## config.mk

```make
export PLATFORM = sky130hd
export DESIGN_NAME = conditional_branch_unit
export DESIGN_NICKNAME = d
export VERILOG_FILES = /design/src/rtl/branch_unit_pkg.sv /design/src/rtl/cond_if.sv /design/src/rtl/cond_eval.sv /design/src/rtl/conditional_branch_unit.sv
export SDC_FILE = /design/constraint.sdc
export NUM_CORES = 1
export LEC_CHECK = 0
export ABC_AREA = 1
export BUFFER_PORTS_ARGS = -buffer_cell sky130_fd_sc_hd__buf_2
export CORE_MARGIN = 10
export CORE_UTILIZATION = 44
export CTS_BUF_LIST = sky130_fd_sc_hd__clkbuf_8
export DETAILED_ROUTE_END_ITERATION = 8
export GPL_ROUTABILITY_DRIVEN = 0
export PLACE_DENSITY = 0.66
export SLEW_MARGIN = 20
export SYNTH_ARGS = -nofsm -noshare
export SYNTH_HDL_FRONTEND = slang
export SYNTH_SLANG_ARGS = --single-unit
```

## constraint.sdc

```tcl
create_clock -name core_clk -period 1.3 [get_ports core_clk]
set_input_delay 0 -clock core_clk [delete_from_list [all_inputs] [get_ports core_clk]]
set_output_delay 0 -clock core_clk [all_outputs]
set_load 0.02 [all_outputs]
```

## src/rtl/branch_unit_pkg.sv

```systemverilog
package branch_unit_pkg;

    // instruction operand, flag register and cycle counter widths
    localparam int OFS_W = 7;
    localparam int SEL_W = 3;
    localparam int FLAG_W = 8;
    localparam int CNT_W = 2;

    // positions inside the status flag register
    localparam logic [SEL_W-1:0] FLAG_C = 3'h0;
    localparam logic [SEL_W-1:0] FLAG_Z = 3'h1;
    localparam logic [SEL_W-1:0] FLAG_N = 3'h2;
    localparam logic [SEL_W-1:0] FLAG_V = 3'h3;
    localparam logic [SEL_W-1:0] FLAG_S = 3'h4;
    localparam logic [SEL_W-1:0] FLAG_H = 3'h5;
    localparam logic [SEL_W-1:0] FLAG_T = 3'h6;
    localparam logic [SEL_W-1:0] FLAG_I = 3'h7;

    // cycle counts per outcome, busy counter step and end value
    localparam logic [CNT_W-1:0] CYC_ONE = 2'h1;
    localparam logic [CNT_W-1:0] CYC_TWO = 2'h2;
    localparam logic [CNT_W-1:0] CYC_THREE = 2'h3;
    localparam logic [CNT_W-1:0] CNT_DEC = 2'h1;
    localparam logic [CNT_W-1:0] CNT_ZERO = 2'h0;

    // program counter steps in words
    localparam logic [1:0] PC_STEP_ONE = 2'h1;
    localparam logic [1:0] SKIP_SHORT = 2'h2;
    localparam logic [1:0] SKIP_LONG = 2'h3;

    typedef enum logic [3:0] {
        OP_FLAG_CLEAR = 4'h0,  // branch_on_flag_clear
        OP_FLAG_SET = 4'h1,    // branch_on_flag_set
        OP_SKIP_ONE = 4'h2,    // skip_if_io_bit_one
        OP_SKIP_ZERO = 4'h3,   // skip_if_io_bit_zero
        OP_EQ = 4'h4,          // branch_when_equal
        OP_NE = 4'h5,          // branch_when_unequal
        OP_CS = 4'h6,          // branch_on_carry_one
        OP_CC = 4'h7,          // branch_on_carry_zero
        OP_SH = 4'h8,          // branch_unsigned_higher_same
        OP_LO = 4'h9,          // branch_unsigned_below
        OP_PL = 4'hA,          // branch_when_positive
        OP_HS = 4'hB,          // branch_on_half_carry_one
        OP_VS = 4'hC,          // branch_on_overflow_one
        OP_VC = 4'hD,          // branch_on_overflow_zero
        OP_IE = 4'hE,          // branch_when_irq_enabled
        OP_ID = 4'hF           // branch_when_irq_disabled
    } branch_op_t;

    typedef enum logic {
        ST_IDLE = 1'b0,
        ST_BUSY = 1'b1
    } unit_state_t;

    function automatic logic is_skip(input branch_op_t op);
        return (op == OP_SKIP_ONE) || (op == OP_SKIP_ZERO);
    endfunction

    function automatic logic flag_at(input logic [FLAG_W-1:0] flags, input logic [SEL_W-1:0] sel);
        return flags[sel];
    endfunction

endpackage

```

## src/rtl/cond_if.sv

```systemverilog
`timescale 1ns/1ps
interface cond_if;
    import branch_unit_pkg::*;
    branch_op_t op;
    logic [SEL_W-1:0] flag_sel;
    logic [FLAG_W-1:0] flags;
    logic io_bit;
    logic two_word;
    logic taken;
    logic [CNT_W-1:0] cycles;

    modport eval (
        input op,
        input flag_sel,
        input flags,
        input io_bit,
        input two_word,
        output taken,
        output cycles
    );

    modport core (
        output op,
        output flag_sel,
        output flags,
        output io_bit,
        output two_word,
        input taken,
        input cycles
    );
endinterface

```

## src/rtl/cond_eval.sv

```systemverilog
`timescale 1ns/1ps
module cond_eval
    import branch_unit_pkg::*;
(
    cond_if.eval link
);

    always_comb begin
        case (link.op)
            OP_FLAG_CLEAR: link.taken = !flag_at(link.flags, link.flag_sel);
            OP_FLAG_SET: link.taken = flag_at(link.flags, link.flag_sel);
            OP_SKIP_ONE: link.taken = link.io_bit;
            OP_SKIP_ZERO: link.taken = !link.io_bit;
            OP_EQ: link.taken = flag_at(link.flags, FLAG_Z);
            OP_NE: link.taken = !flag_at(link.flags, FLAG_Z);
            OP_CS: link.taken = flag_at(link.flags, FLAG_C);
            OP_CC: link.taken = !flag_at(link.flags, FLAG_C);
            OP_SH: link.taken = !flag_at(link.flags, FLAG_C);
            OP_LO: link.taken = flag_at(link.flags, FLAG_C);
            OP_PL: link.taken = !flag_at(link.flags, FLAG_N);
            OP_HS: link.taken = flag_at(link.flags, FLAG_H);
            OP_VS: link.taken = flag_at(link.flags, FLAG_V);
            OP_VC: link.taken = !flag_at(link.flags, FLAG_V);
            OP_IE: link.taken = flag_at(link.flags, FLAG_I);
            OP_ID: link.taken = !flag_at(link.flags, FLAG_I);
            default: link.taken = 1'b0;
        endcase
    end

    // false: one cycle; branch or short skip: two; long skip: three
    always_comb begin
        if (!link.taken) begin
            link.cycles = CYC_ONE;
        end else if (is_skip(link.op) && link.two_word) begin
            link.cycles = CYC_THREE;
        end else begin
            link.cycles = CYC_TWO;
        end
    end

endmodule

```

## src/rtl/conditional_branch_unit.sv

```systemverilog
`timescale 1ns/1ps
module conditional_branch_unit
    import branch_unit_pkg::*;
#(
    parameter int PC_W = 16
) (
    // clock and reset
    input wire logic core_clk,
    input wire logic rst,
    // instruction issue
    input wire logic issue_valid,
    output logic issue_ready,
    input wire branch_op_t issue_op,
    input wire logic [SEL_W-1:0] issue_flag_sel,
    input wire logic [OFS_W-1:0] issue_offset,
    input wire logic [PC_W-1:0] issue_pc,
    // core state sampled at issue
    input wire logic [FLAG_W-1:0] status_flag_register,
    input wire logic io_bit_value,
    input wire logic next_is_two_word,
    // result to the program counter logic
    output logic done,
    output logic [PC_W-1:0] pc_next,
    output logic branch_taken,
    output logic flags_write
);

    typedef struct packed {
        unit_state_t st;
        logic [CNT_W-1:0] cnt;
        logic [PC_W-1:0] pc;
        logic taken;
        logic done;
    } unit_regs_t;

    unit_regs_t r_q;
    unit_regs_t r_d;
    cond_if link ();
    logic accept;
    logic [PC_W-1:0] rel_target;
    logic [PC_W-1:0] seq_target;
    logic [PC_W-1:0] skip_target;

    cond_eval u_eval (
        .link(link.eval)
    );

    assign link.op = issue_op;
    assign link.flag_sel = issue_flag_sel;
    assign link.flags = status_flag_register;
    assign link.io_bit = io_bit_value;
    assign link.two_word = next_is_two_word;

    assign issue_ready = (r_q.st == ST_IDLE);
    assign accept = issue_valid && issue_ready;

    // signed offset, sign-extended to pc width
    assign rel_target = issue_pc + PC_W'(signed'(issue_offset)) + PC_W'(PC_STEP_ONE);
    assign seq_target = issue_pc + PC_W'(PC_STEP_ONE);
    assign skip_target = issue_pc + PC_W'(next_is_two_word ? SKIP_LONG : SKIP_SHORT);

    always_comb begin
        r_d = r_q;
        r_d.done = 1'b0;
        case (r_q.st)
            ST_IDLE: begin
                if (accept) begin
                    r_d.taken = link.taken;
                    if (!link.taken) begin
                        r_d.pc = seq_target;
                    end else if (is_skip(issue_op)) begin
                        r_d.pc = skip_target;
                    end else begin
                        r_d.pc = rel_target;
                    end
                    if (link.cycles == CYC_ONE) begin
                        r_d.done = 1'b1;
                    end else begin
                        r_d.st = ST_BUSY;
                        r_d.cnt = link.cycles - CYC_TWO;
                    end
                end
            end
            ST_BUSY: begin
                if (r_q.cnt == CNT_ZERO) begin
                    r_d.done = 1'b1;
                    r_d.st = ST_IDLE;
                end else begin
                    r_d.cnt = r_q.cnt - CNT_DEC;
                end
            end
            default: begin
                r_d.st = ST_IDLE;
            end
        endcase
    end

    always_ff @(posedge core_clk or posedge rst) begin
        if (rst) begin
            r_q <= '0;
        end else begin
            r_q <= r_d;
        end
    end

    assign done = r_q.done;
    assign pc_next = r_q.pc;
    assign branch_taken = r_q.taken;
    // no instruction of this unit writes status flags
    assign flags_write = 1'b0;
endmodule

```

==> results.cfg <==
[placed_design]
dp_hpwl_mm = 7.57
io_buffer_count = 61
dp_slack_ps = -432
detailed_place.area_sq_mm = 0.00396

[logic_synthesis]
synth_enable_flop_cells = 0
synthesis.nets = 604
synth_seq_area_share_pct = 16.7
ys_types = 41
number_of_instances_in_the_synthesized_netlist = 541
synth.most_common_cell = sky130_fd_sc_hd__nand2_1
synthDominantAreaCellType = sky130_fd_sc_hd__nand2_1
asyncSetResetFlopFracSynth_pct = 100
syn_avg_cell_area_sq_um = 5.83
top_cell_type_s_share_of_synthesized_area_pct = 20.9
ys_top_cells_by_area = sky130_fd_sc_hd__nand2_1, sky130_fd_sc_hd__dfrtp_1, sky130_fd_sc_hd__nand3_1, sky130_fd_sc_hd__inv_1, sky130_fd_sc_hd__ha_1
ys.warnings.count = 0
postSynthRegisterBits = 21
syn_area_sq_mm = 0.00316
dominantRegCellSynth = sky130_fd_sc_hd__dfrtp_1
netlist_top_cells_count = sky130_fd_sc_hd__nand2_1, sky130_fd_sc_hd__inv_1, sky130_fd_sc_hd__nand3_1, sky130_fd_sc_hd__nor2_1, sky130_fd_sc_hd__dfrtp_1

[global_route]
global_route_total_usage_across_every_layer_pct = 16.6
grt_overflow_total = 0
grt_pass1_wl_mm = 16.0
grt_util_met2_pct = 28.8
first_global_vias = 3600
global_route.usage.met3_pct = 2.46
global_route.usage.met1_pct = 20.7
pin_count_of_the_biggest_net_entering_global_routing = 22
globalRoute.busiestLayer = met2
antenna_found_initial = 0

[worst_setup_path]
crit_fanout = 3
critical_path.startpoint = issue_pc[0]
critical_path_required_ps = 1460
crit_arrival_ps = 1460
timing.rr.start = r_q[20]$_DFF_PP0_
setup.worst_path.end_class = flop
path_class = in2reg
cp_slowest_cell = sky130_fd_sc_hd__fa_2
critPathMaxStageDelay_ps = 380
worstSetupStartpointType = input pin
crit_path_cell_trace = buf_8 > inv_12 > ha_4 > inv_2 > fa_2 > nand2_4 > nand2_2 > nand3_2 > nand2_4 > nand2_2 > nand3_2 > o21ai_2 > nand4_1 > nand2_1 > nor2_1

[sta]
rsz0062_at_grt = yes
slew_violations = 0
timing.final.crit_period_ps = 1300
max_freq_ghz = 0.769
finalClockSkew_ps = 6.22
postLayoutSetupSlackWorst_ps = -0.0765
final-setup-viol-count = 1
post-route-period-util_pct = 100
finalHoldViolCount = 0

[cts]
cts_root_cell = sky130_fd_sc_hd__clkbuf_8
number_of_buffers_inserted_during_clock_tree_synthesis = 3
cts_tree = done
worst_skew_pair.late_latency_ps = 270
clk_transition_reported_paths_ps = 70
htreeDepth = 1
cts.path.max_buffers = 2
clock-sinks = 21

[power_and_ir_drop]
power_uw = 4230
power.density_mw_per_mm2 = 950
peakVddDrop_mv = 0.430
power.switching_uw = 1990
internal_power_uw = 2250
power.sequential.fraction_pct = 25.9
swShare_pct = 46.9
p_leak_uw = 0.00239
clock_power_share_pct = 10.3
p_comb_share_pct = 63.9

[floorplanning]
floorplan.die.width_um = 105
design.core.area_sq_mm = 0.00687
initial_utilization_pct = 45.9
floorplan.die.height_um = 105
ioPinCount = 63
core.rowCount = 30
dieArea_sq_mm = 0.0110

[route]
drtAntennaViolNets = 0
routed_wire_length_mm = 9.77
via_count = 3680
detail_route.iter0.violations = 183
post_drt_via_cell_ratio = 4.91
firstDrtPassIters = 4
routedWlPerCell_um = 13.0
route.detailed.drc = 0

[run_status]
run_status = finished with violations
failed_checks = negative setup slack

[layout]
num-nets-final = 717
drive_gt1_share_pct = 36.3
area_taken_by_multi_input_logic_gates_sq_mm = 0.00254
register_area_sq_um = 526
layout-area-overhead-vs-synth_pct = 41.2
n_antenna_cell = 0
layout.filler_cells = 601
stdcell_area_sq_mm = 0.00446

[hold_path]
hold_class = in2reg
min_from = issue_pc[0]

[run]
max-cap-violations = 0
[layout by cell type, fill, tap and decap left out, types with 7 or more instances in the layout]
cell type                 count
sky130_fd_sc_hd__inv_1       64
sky130_fd_sc_hd__o21ai_0      9
sky130_fd_sc_hd__ha_4        12
sky130_fd_sc_hd__nand2_2     16
sky130_fd_sc_hd__nand2_1    158
sky130_fd_sc_hd__or2_2        8
sky130_fd_sc_hd__nor2_1      53
sky130_fd_sc_hd__inv_2        9
sky130_fd_sc_hd__a21oi_2      8
sky130_fd_sc_hd__nor2_2       9
sky130_fd_sc_hd__dfrtp_1     21
sky130_fd_sc_hd__nand3_1     49
sky130_fd_sc_hd__a21oi_1      7
sky130_fd_sc_hd__buf_4       70
sky130_fd_sc_hd__buf_2       56
sky130_fd_sc_hd__nand2_4      7
sky130_fd_sc_hd__xor2_1      17
sky130_fd_sc_hd__o21ai_1      9
sky130_fd_sc_hd__nand3_2     10
[final cells by class]
| class | instances | area share (%) |
|---|---|---|
| clock inverters | 1 | 0.0842 |
| multi-input cells | 417 | 57.1 |
| well taps | 96 | 2.70 |
| inverters | 77 | 6.99 |
| repair buffers | 134 | 20.4 |
| flip-flops and latches | 21 | 11.8 |
| clock buffers | 3 | 0.927 |
[repair_timing]
item / CTS / global route
gates resized for setup: 18 / 75
endpoints found under the setup margin: 11 / 19
pin swaps: 5 / 23
hold buffers: 1 / 0
setup buffers: 0 / 1
gates cloned: 0 / 1
endpoints found under the hold margin: 21 / 0
[critical path, delay by kind of cell]
| kind | cells | cell delay [ps] |
|---|---|---|
| buffers and inverters | 3 | 190 |
| adder cells (fa/ha/maj) | 2 | 490 |
| AO/OA/AOI/OAI | 1 | 80 |
| AND/OR/NAND/NOR | 9 | 680 |
[logic make-up (layout without fill, tap and decap cells)]
kind of cell / after synthesis / count (layout) / synth area share (%)
AOI/OAI and AO/OA: 43 / 43 / 7.77
xor gates and xnor gates: 19 / 19 / 5.27
adders and majority gates: 20 / 20 / 8.17
buffers and inverters: 104 / 215 / 15.9
DFF: 21 / 21 / 16.7
other: 1 / 1 / 0.119
and+or+nand+nor: 333 / 334 / 46.1
[path summary, 6_finish.rpt]
| path | endpoint | slack, ps | cells past startpoint |
|---|---|---|---|
| worst min-delay path | pc_next[0]$_DFFE_PP0P_ | 150 | 5 |
| min in group asynchronous | pc_next[13]$_DFFE_PP0P_ | 300 | 4 |
| worst min register to register | branch_taken$_DFFE_PP0P_ | 480 | 2 |
| worst max register to register | pc_next[6]$_DFFE_PP0P_ | 50 | 7 |
| worst max-delay path | pc_next[6]$_DFFE_PP0P_ | -0.08 | 15 |
| max in group asynchronous | pc_next[0]$_DFFE_PP0P_ | 770 | 4 |
[per-layer routing]
layer	up-vias	part of all wire, %
li1	1915	-
met2	104	48
met4	0	1.7
met3	17	6.4
met1	1644	44
met5	-	0
[metrics by stage]
stage	setup TNS (ps)	hold WS [ps]	utilization [%]	instances
finish	-0.0765	153	64.9	749
floorplan	-84.0	-23.5	-	541
global placement	-4460	51.0	57.7	742
global route	-545	165	64.9	749
detailed placement	-4930	45.1	57.7	742
CTS	0	143	59.5	747
[power groups by stage]
stage               Clock [uW]  Combinational, uW  Sequential (uW)
detailed placement           0               2410             1110
CTS                        443               2460             1100
global route               466               3000             1130
floorplan                    0               1840             1100
global placement             0               2370             1100
finish                     434               2700             1090
[state kept, by name, indices dropped and copies added (netlist names)]
signal and cells:
branch_taken 1, done 1, pc_next 16, r_q 3
Power figures use the tool's default switching activity.
